### src/hdl/int_prio_pkg.sv
// Package: register map, field layout, reset values and sizes of the priority select block
package int_prio_pkg;

    // ********************************************************
    // Sizes
    // ********************************************************
    localparam int NUM_SOURCES = 6;
    localparam int SRC_W       = 3;
    localparam int DATA_W      = 32;
    localparam int ADDR_W      = 4;

    // ********************************************************
    // Register byte offsets
    // ********************************************************
    localparam logic [ADDR_W-1:0] INTERRUPT_PRIORITY_OFFSET = 4'h0;
    localparam logic [ADDR_W-1:0] SERVICE_STATUS_OFFSET     = 4'h4;

    // ********************************************************
    // Priority register fields (one bit per source, upper two fixed)
    // ********************************************************
    localparam int EXT_INT0_LEVEL_SELECT_BIT = 0;
    localparam int TIMER0_LEVEL_SELECT_BIT   = 1;
    localparam int EXT_INT1_LEVEL_SELECT_BIT = 2;
    localparam int TIMER1_LEVEL_SELECT_BIT   = 3;
    localparam int UART0_LEVEL_SELECT_BIT    = 4;
    localparam int TIMER2_LEVEL_SELECT_BIT   = 5;
    localparam int PRIO_FIXED_LSB            = 6;
    localparam logic [1:0] PRIO_FIXED_BITS   = 2'h3;
    localparam logic [7:0] INTERRUPT_PRIORITY_RESET = 8'hc0;
    localparam logic [NUM_SOURCES-1:0] LEVEL_SELECT_RESET = 6'h00;

    // ********************************************************
    // Service status register fields
    // ********************************************************
    localparam int STATUS_LOW_ACTIVE_BIT  = 0;
    localparam int STATUS_HIGH_ACTIVE_BIT = 1;
    localparam int STATUS_LAST_SRC_LSB    = 4;
    localparam int STATUS_LAST_HIGH_BIT   = 7;

    // ********************************************************
    // Reset values of internal state
    // ********************************************************
    localparam logic [SRC_W-1:0]  LAST_SRC_RESET = 3'h0;
    localparam logic [DATA_W-1:0] READDATA_RESET = 32'h0000_0000;
    localparam logic [1:0]        RST_SYNC_RESET = 2'h0;

endpackage

### src/hdl/pick_bus_if.sv
// Interface: carries pending requests and in-service state to the level picker and its grant back
`timescale 1ns/1ps
interface pick_bus_if;
    import int_prio_pkg::*;

    logic [NUM_SOURCES-1:0] pending;
    logic [NUM_SOURCES-1:0] level_sel;
    logic                   low_busy;
    logic                   high_busy;
    logic                   grant;
    logic [SRC_W-1:0]       grant_src;
    logic                   grant_high;

    modport picker (
        input  pending,
        input  level_sel,
        input  low_busy,
        input  high_busy,
        output grant,
        output grant_src,
        output grant_high
    );

    modport owner (
        output pending,
        output level_sel,
        output low_busy,
        output high_busy,
        input  grant,
        input  grant_src,
        input  grant_high
    );
endinterface

### src/hdl/level_picker.sv
// Module: picks the request to take, honouring high and low levels and the in-service state
`timescale 1ns/1ps
module level_picker (
    pick_bus_if.picker bus
);
    import int_prio_pkg::*;

    logic [NUM_SOURCES-1:0] high_req;
    logic [NUM_SOURCES-1:0] low_req;
    logic                   high_ok;
    logic                   low_ok;

    // A high request may break into a low handler, never into a high one;
    // a low request waits while any handler runs
    always_comb begin
        high_req = bus.pending & bus.level_sel;
        low_req  = bus.pending & ~bus.level_sel;
        high_ok  = (|high_req) && !bus.high_busy;
        low_ok   = (|low_req) && !bus.high_busy && !bus.low_busy;
    end

    // ********************************************************
    // Within one level the lowest source number wins
    // ********************************************************
    always_comb begin
        bus.grant      = high_ok || low_ok;
        bus.grant_high = high_ok;
        bus.grant_src  = '0;
        for (int i = NUM_SOURCES - 1; i >= 0; i--) begin
            if (high_ok ? high_req[i] : low_req[i]) begin
                bus.grant_src = SRC_W'(i);
            end
        end
    end
endmodule

### src/hdl/interrupt_priority_select.sv
// Module: interrupt priority select register with Avalon-MM access and level preemption tracking
`timescale 1ns/1ps
module interrupt_priority_select (
    input  wire logic                                  mclk,
    input  wire logic                                  nrst,
    input  wire logic [int_prio_pkg::ADDR_W-1:0]       avs_address,
    input  wire logic                                  avs_read,
    input  wire logic                                  avs_write,
    input  wire logic [int_prio_pkg::DATA_W-1:0]       avs_writedata,
    input  wire logic [3:0]                            avs_byteenable,
    output logic      [int_prio_pkg::DATA_W-1:0]       avs_readdata,
    output logic                                       avs_waitrequest,
    input  wire logic [int_prio_pkg::NUM_SOURCES-1:0]  int_request,
    input  wire logic [int_prio_pkg::NUM_SOURCES-1:0]  int_enable,
    input  wire logic                                  int_global_enable,
    input  wire logic                                  int_return,
    output logic      [int_prio_pkg::NUM_SOURCES-1:0]  level_select,
    output logic                                       take_pulse,
    output logic      [int_prio_pkg::SRC_W-1:0]        take_source,
    output logic                                       take_high,
    output logic                                       low_in_service,
    output logic                                       high_in_service
);
    import int_prio_pkg::*;

    typedef enum logic {
        BUS_IDLE,
        BUS_ANSWER
    } bus_state_t;

    // ********************************************************
    // Reset release
    // ********************************************************
    // Reset asserts at once but releases on a clock edge, so no flop
    // sees the release in mid-cycle
    logic [1:0] rst_sync_reg;
    logic [1:0] rst_sync_next;
    logic       rst_n;

    always_comb begin
        rst_sync_next = {rst_sync_reg[0], 1'b1};
    end

    always_ff @(posedge mclk or negedge nrst) begin
        if (!nrst) begin
            rst_sync_reg <= RST_SYNC_RESET;
        end else begin
            rst_sync_reg <= rst_sync_next;
        end
    end

    assign rst_n = rst_sync_reg[1];

    // ********************************************************
    // Bus slave
    // ********************************************************
    // Every access answers on the second edge: the first captures the
    // request and read data and drops waitrequest, the second ends the access
    bus_state_t              bus_state_reg;
    bus_state_t              bus_state_next;
    logic                    waitrequest_reg;
    logic                    waitrequest_next;
    logic [DATA_W-1:0]       readdata_reg;
    logic [DATA_W-1:0]       readdata_next;
    logic                    wr_prio;
    logic [NUM_SOURCES-1:0]  level_sel_reg;
    logic [NUM_SOURCES-1:0]  level_sel_next;
    logic                    low_active_reg;
    logic                    high_active_reg;
    logic [SRC_W-1:0]        last_src_reg;
    logic                    last_high_reg;
    logic [DATA_W-1:0]       prio_word;
    logic [DATA_W-1:0]       status_word;

    always_comb begin
        prio_word = '0;
        prio_word[NUM_SOURCES-1:0] = level_sel_reg;
        prio_word[PRIO_FIXED_LSB +: 2] = PRIO_FIXED_BITS;
        status_word = '0;
        status_word[STATUS_LOW_ACTIVE_BIT] = low_active_reg;
        status_word[STATUS_HIGH_ACTIVE_BIT] = high_active_reg;
        status_word[STATUS_LAST_SRC_LSB +: SRC_W] = last_src_reg;
        status_word[STATUS_LAST_HIGH_BIT] = last_high_reg;
    end

    always_comb begin
        bus_state_next   = bus_state_reg;
        readdata_next    = readdata_reg;
        wr_prio          = 1'b0;
        case (bus_state_reg)
            BUS_IDLE: begin
                if (avs_read || avs_write) begin
                    bus_state_next = BUS_ANSWER;
                    if (avs_read) begin
                        case (avs_address)
                            INTERRUPT_PRIORITY_OFFSET: readdata_next = prio_word;
                            SERVICE_STATUS_OFFSET:     readdata_next = status_word;
                            default:                   readdata_next = '0;
                        endcase
                    end
                end
            end
            BUS_ANSWER: begin
                bus_state_next = BUS_IDLE;
                wr_prio = avs_write && avs_byteenable[0]
                          && (avs_address == INTERRUPT_PRIORITY_OFFSET);
            end
            default: begin
                bus_state_next = BUS_IDLE;
            end
        endcase
        waitrequest_next = (bus_state_next != BUS_ANSWER);
    end

    always_ff @(posedge mclk or negedge rst_n) begin
        if (!rst_n) begin
            bus_state_reg   <= BUS_IDLE;
            waitrequest_reg <= 1'b1;
            readdata_reg    <= READDATA_RESET;
        end else begin
            bus_state_reg   <= bus_state_next;
            waitrequest_reg <= waitrequest_next;
            readdata_reg    <= readdata_next;
        end
    end

    // ********************************************************
    // Priority register
    // ********************************************************
    // Only the six select bits are stored; the upper two are constants
    // on read, so a write can never reach them
    always_comb begin
        level_sel_next = level_sel_reg;
        if (wr_prio) begin
            level_sel_next = avs_writedata[NUM_SOURCES-1:0];
        end
    end

    always_ff @(posedge mclk or negedge rst_n) begin
        if (!rst_n) begin
            level_sel_reg <= LEVEL_SELECT_RESET;
        end else begin
            level_sel_reg <= level_sel_next;
        end
    end

    // ********************************************************
    // Level picking and in-service tracking
    // ********************************************************
    pick_bus_if pick ();

    assign pick.pending   = int_request & int_enable & {NUM_SOURCES{int_global_enable}};
    assign pick.level_sel = level_sel_reg;
    assign pick.low_busy  = low_active_reg;
    assign pick.high_busy = high_active_reg;

    level_picker u_picker (
        .bus (pick)
    );

    logic                    low_active_next;
    logic                    high_active_next;
    logic [SRC_W-1:0]        last_src_next;
    logic                    last_high_next;
    logic                    take_pulse_reg;
    logic                    take_pulse_next;

    // A return ends the most recent handler, which is the high one
    // whenever both are open; a grant in the same cycle still opens
    // its level, since the picker saw the state before the return
    always_comb begin
        low_active_next  = low_active_reg;
        high_active_next = high_active_reg;
        last_src_next    = last_src_reg;
        last_high_next   = last_high_reg;
        take_pulse_next  = 1'b0;
        if (int_return) begin
            if (high_active_reg) begin
                high_active_next = 1'b0;
            end else begin
                low_active_next = 1'b0;
            end
        end
        if (pick.grant) begin
            take_pulse_next = 1'b1;
            last_src_next   = pick.grant_src;
            last_high_next  = pick.grant_high;
            if (pick.grant_high) begin
                high_active_next = 1'b1;
            end else begin
                low_active_next = 1'b1;
            end
        end
    end

    always_ff @(posedge mclk or negedge rst_n) begin
        if (!rst_n) begin
            low_active_reg  <= 1'b0;
            high_active_reg <= 1'b0;
            last_src_reg    <= LAST_SRC_RESET;
            last_high_reg   <= 1'b0;
            take_pulse_reg  <= 1'b0;
        end else begin
            low_active_reg  <= low_active_next;
            high_active_reg <= high_active_next;
            last_src_reg    <= last_src_next;
            last_high_reg   <= last_high_next;
            take_pulse_reg  <= take_pulse_next;
        end
    end

    // ********************************************************
    // Outputs
    // ********************************************************
    assign avs_readdata    = readdata_reg;
    assign avs_waitrequest = waitrequest_reg;
    assign level_select    = level_sel_reg;
    assign take_pulse      = take_pulse_reg;
    assign take_source     = last_src_reg;
    assign take_high       = last_high_reg;
    assign low_in_service  = low_active_reg;
    assign high_in_service = high_active_reg;
endmodule

### config.mk
export PLATFORM = sky130hd
export DESIGN_NAME = interrupt_priority_select
export DESIGN_NICKNAME = d
export VERILOG_FILES = /design/src/hdl/int_prio_pkg.sv /design/src/hdl/pick_bus_if.sv /design/src/hdl/level_picker.sv /design/src/hdl/interrupt_priority_select.sv
export SDC_FILE = /design/constraint.sdc
export NUM_CORES = 1
export LEC_CHECK = 0
export ABC_AREA = 1
export BUFFER_PORTS_ARGS = -buffer_cell sky130_fd_sc_hd__buf_2
export CORE_MARGIN = 3
export CORE_UTILIZATION = 40
export CTS_CLUSTER_SIZE = 10
export DETAILED_ROUTE_END_ITERATION = 7
export PLACE_DENSITY = 0.78
export SKIP_LAST_GASP = 1
export SLEW_MARGIN = 15
export SYNTH_ARGS = -nofsm -noshare
export SYNTH_HDL_FRONTEND = slang
export SYNTH_SLANG_ARGS = --single-unit
export TNS_END_PERCENT = 5
### constraint.sdc
create_clock -name mclk -period 1.2 [get_ports mclk]
set_input_delay 0.36 -clock mclk [delete_from_list [all_inputs] [get_ports mclk]]
set_output_delay 0.36 -clock mclk [all_outputs]
set_load 0.02 [all_outputs]
### Yosys cells after proc, flatten, opt, wreduce, memory -nomap -nowiden

Index checks and enable logic that the tools add are counted.

* bits of input ports: 58
* bits in registers: 49
* logic and storage cells: 55

* equal/unequal tests: 1
* mux-type cells: 24
* reduce and logical (&&, ||, !) cells: 13
* bitwise logic cells: 7

Operators with widths (number)
* $and A6 B6 Y6: 4
* $mux W3: 6
* $mux W1: 16
* $pmux W8 S2: 1
* $reduce_or A6 Y1: 2
* $not A6 Y6: 1
* $logic_and A1 B1 Y1: 5
* $eq A4 B3 Y1 const B: 1
* $logic_not A4 Y1: 1
* $reduce_and A3 Y1: 1
* $logic_not A1 Y1: 2
* $logic_or A1 B1 Y1: 2
* $not A1 Y1: 2
* $pmux W1 S2: 1

### Logic depth before layout (Yosys ltp)

* depth in word-level cells: 12
* mapped depth: 14
* gate-level depth less buffers: 13

### Modules after synthesis

A second synthesis with hierarchy kept.

* cell total of the unflattened synthesis: 211
* area total of the unflattened synthesis: 1532.7 µm²

By module, submodules not included
* interrupt_priority_select: sequential area each 626.9 µm², area an instance 1281.2 µm², instances 1, cells each 155
* level_picker: sequential area each 0.0 µm², area an instance 251.5 µm², instances 1, cells each 56

### Worst setup path after synthesis

OpenSTA, ideal clock, no wires.

* path kind: register -> register
* from: reg level_sel_reg[0] (netlist: level_select[0])
* to: reg last_src_reg[0] (netlist: take_source[0])
* period minus slack after synthesis: 1450 ps
* library setup time: 116 ps
* path slack: -250 ps
* buffers on the path: 0
* stages on the path, launching flop included: 14
* data required time: 1084 ps
* arrival: 1334 ps
* cell sequence: dfrtp_1 nand4_2 nand2_2 nor2_4 nand2_4 nand2_8 nand2_1 nand2_1 nand2_1 nand2_1 nand2_1 nand2_1 nand2_1 nand2_1

* word-level cells in the longest chain between the ends: 10
* elaborated cells on any way between the ends: 21
* classes of those cells: mux (12); bitwise (3); reduce/logical (6)

Ends and longest elaborated chain
* from (decl): line interrupt_priority_select.sv:66 `logic [NUM_SOURCES-1:0] level_sel_reg;`
* from (signal assigned): line interrupt_priority_select.sv:143 `level_sel_reg <= level_sel_next;`
* $and A6 B6 Y6: line level_picker.sv:16 `high_req = bus.pending & bus.level_sel;`
* $reduce_or A6 Y1: line level_picker.sv:18 `high_ok = (|high_req) && !bus.high_busy;`
* $logic_and A1 B1 Y1: line level_picker.sv:18
* $mux W1: line level_picker.sv:30 `if (high_ok ? high_req[i] : low_req[i]) begin`
* $mux W3 (6 in a row): line level_picker.sv:30
* to (signal assigned): line interrupt_priority_select.sv:206 `last_src_reg <= last_src_next;`
* to (decl): line interrupt_priority_select.sv:70 `logic [SRC_W-1:0] last_src_reg;`

Several ways; a longest one is shown, not always the timed one.
A chain may end at the register's enable or synchronous reset.

### Final worst setup path

* from: reg level_sel_reg[4] (netlist: level_select[4])
* to: reg last_src_reg[1] (netlist: take_source[1])

* word-level cells in the longest chain between the ends: 9
* elaborated cells on any way between the ends: 19
* classes of those cells: mux (10); bitwise (3); reduce/logical (6)

Ends and longest elaborated chain (line)
* $and A6 B6 Y6: level_picker.sv:16
* $reduce_or A6 Y1: level_picker.sv:18
* $logic_and A1 B1 Y1: level_picker.sv:18
* $mux W1: level_picker.sv:30
* $mux W3 (5 in a row): level_picker.sv:30

Several ways; a longest one is shown, not always the timed one.

==> key figures <==
Clocking
  • Clock sinks: 25
  • CTS buffer count: 3
  • Bufs on Longest Clock Path: 2
  • Clk slew on worst S/H paths: approximately 90 ps
  • Clock Latency Late Sink: around 270 ps
  • Root buffer cell: clkbuf_8
  • CTS H-Tree Depth: 1
  • CTS tree: yes

Route
  • First-pass iteration count of the detailed router: 4
  • Antenna Violating Nets Remaining: 0
  • Drc violations: 0
  • Drt via density: roughly 4.5
  • Final wirelength: roughly 3.6 mm
  • WL/cell: ~12 um
  • Initial DRC count: 17
  • Vias post-DR: 1368

Setup path
  • Critical Path RT: 1360 ps
  • Crit end category: flop
  • Crit-path leading delay family: simple AND/OR/NAND/NOR gates
  • CP startpoint kind: flop
  • Slowest stage delay, CP: about 430 ps
  • Worst-path maximum fanout: 6
  • Worst r2r dst: take_source[1]$_DFFE_PN0P_
  • Worst path slowest cell: dfrtp_2
  • Worst path bufs/invs: 1
  • Critical Path Most Common Cell: nand2_2
  • FF-to-FF path depth: 10
  • Crit path kind: flop to flop
  • Worst Path Arrival: ~1600 ps
  • Critical path, cell by cell: nand4_4, nand2_2, nor2_4, nand2_4, nand2_8, buf_6, a21oi_4, nand2_2, nand3_1, o21ai_1
  • Reg-to-Reg Start: level_select[4]$_DFFE_PN0P_
  • R2R Setup Slk: -230 ps

Flow run
  • Max-Cap Viols: 0

GRT
  • Initial antenna violation count: 0
  • Largest net degree at the start of global routing: 16
  • Total congestion overflow: 0
  • First-pass GRT wire length: between 5 and 6 mm
  • GRT Total Usage: 0.160
  • Vias in the first global route: ~1.3k

Timing
  • RSZ-0062 raised after global routing: true
  • Final setup viols: 19
  • Hold Violations, Final: 0
  • Final period utilization: 1.19
  • Slew Viols, Final: 0
  • Hold WS: about 180 ps
  • Max Clk Rate: 698 MHz
  • Final Critical Period: approximately 1400 ps
  • Post-Route Skew: ~9.4 ps
  • Setup WS post-layout: -232 ps

Placement
  • Post-DP HPWL: around 2.9 mm
  • GPL Wtd Cong: 0.839
  • Port bufs: 50

Floorplanning
  • Starting Density: 0.434
  • Ports: 104
  • DIE AREA: 0.00454 sq mm
  • Die H: ~67 um
  • Core region area: between 0.003 and 0.004 sq mm
  • Die width: ~67 um
  • # rows: 21

Yosys
  • YS warnings: 0
  • Yosys cell types: 29
  • Sequential element share of the synthesized area: 0.416
  • Cells after Synth: approximately 180
  • Syn avg cell area: 8.56 sq um
  • Synthesis-stage register bit count: 25
  • Cell Area, Synth: ~0.0015 sq mm

Outcome
  • Status: finished, violations left
  • Failing checks: negative setup slack

Finish
  • Share of cells above drive strength 1: 0.471
  • Inserted Diodes: 0
  • Final core occ: 0.595
  • Nets: 320
  • Area delta synth->final: 36.9%
  • Flip-flop count of the largest register after layout: 8

Pwr
  • Max VDD drop: approximately 0.9 mV
  • Total power: between 0.002 and 0.003 W
  • PwrDens: between 1000 and 1500 mW/mm^2
  • Pleak: roughly 1.1 nW

Hold path
  • Worst Hold Class: flop to asynchronous set/reset pin
[cell type report]
class                      instances  area, sq um
clock buffer                       3         41.3
inverter                          17         65.1
sequential                        25          633
multi-input combinational        131          743
tap                               46         57.6
timing repair buffer              84          514
clock inverter                     1         7.51
fill                             330         1410
[placed cells by master (no fill, tap or decap), types with 3 or more instances in the layout]
master and count:
a21oi_1 11, buf_2 49, buf_4 33, clkbuf_8 3, conb_1 25, dfrtp_1 19, dfrtp_2 5, inv_1 13
nand2_1 25, nand2_2 3, nand3_1 8, nand3_2 3, nand4_4 3, nor2_1 19, nor2_2 5, nor3_1 6
o21ai_0 7, o21ai_2 3
[where the power goes]
group	leakage (nW)	internal [W]	switching [W]
Sequential	0.295	0.000981	0.0000972
Combinational	0.766	0.000373	0.000615
Clock	0.0217	0.000235	0.000263
Total	1.08	0.00159	0.000976
[per-stage QoR]
step	setup WS, ps	instance area, sq um	instances	setup TNS, ps
after global routing	-312	2060	307	-4640
after CTS	-219	2040	307	-2350
after global placement	-386	1940	299	-4080
after detailed placement	-449	1940	299	-4830
after floorplan	-194	1600	199	-1600
final	-232	2060	307	-2380
[cell families (layout without fill, tap and decap cells)]
| logic type | after synthesis | count (layout) | share of synthesized area |
|---|---|---|---|
| flops | 25 | 25 | 0.416 |
| simple gates | 79 | 79 | 0.297 |
| mux | 1 | 1 | 0.00747 |
| compound gates | 26 | 26 | 0.102 |
| other cells | 2 | 25 | 0.00499 |
| buf+inv | 43 | 105 | 0.173 |
[worst max path at each step]
stage,from,endpoint,cells past startpoint
6_report,level_select[4]$_DFFE_PN0P_,take_source[1]$_DFFE_PN0P_,10
5_1_grt,level_select[4]$_DFFE_PN0P_,take_source[1]$_DFFE_PN0P_,10
4_1_cts,level_select[4]$_DFFE_PN0P_,take_source[1]$_DFFE_PN0P_,10
3_5_place_dp,int_global_enable,take_source[0]$_DFFE_PN0P_,12
3_3_place_gp,int_global_enable,take_source[0]$_DFFE_PN0P_,14
2_1_floorplan,level_select[0]$_DFFE_PN0P_,take_source[1]$_DFFE_PN0P_,10
[worst register-to-register path: cells and delay by family (launching register included)]
kind | cells | cell delay (ps)
flops | 1 | 430
simple gates | 7 | 580
buf+inv | 1 | 140
compound gates | 2 | 190
[routing by layer]
metal  part of all wire  global-route usage  up-vias
met3              0.067              0.0433        9
met5                  0                   0        -
met1               0.38               0.181      620
met4              0.015              0.0430        0
met2               0.54               0.294       43
li1                   -                   -      696
[repair_timing]
action,4_1_cts,5_1_grt
endpoints found under the hold margin,2,0
pin swaps,6,1
resized for setup,6,5
hold buffers,1,0
setup buffers,3,0
endpoints found under the setup margin,24,38
[cell usage after synthesis]
library cell  number  area share
buf_4             24        0.12
dfstp_2            1       0.017
nand2_4            1      0.0075
o21ai_0            7       0.023
nor3_1             6       0.020
nand3_2            3       0.020
nand3_1            8       0.027
nand2_2            1      0.0042
o21ai_1            1      0.0033
nor2_1            19       0.047
nand4_1            1      0.0042
dfrtp_1           24        0.40
nand2_1           27       0.067
buf_6              1      0.0075
nand2_8            1       0.013
buf_2              1      0.0033
nand4_2            3       0.025
a31oi_1            1      0.0042
clkinv_1           2      0.0050
nor2_4             2       0.015
nor2_2             5       0.021
a21oi_2            3       0.017
a21oi_1           11       0.037
mux2_2             1      0.0075
nand4_4            1       0.014
conb_1             2      0.0050
inv_1             15       0.037
o21ai_2            3       0.017
nand3_4            1       0.012
Note: power is estimated with default switching activity, not from simulation.
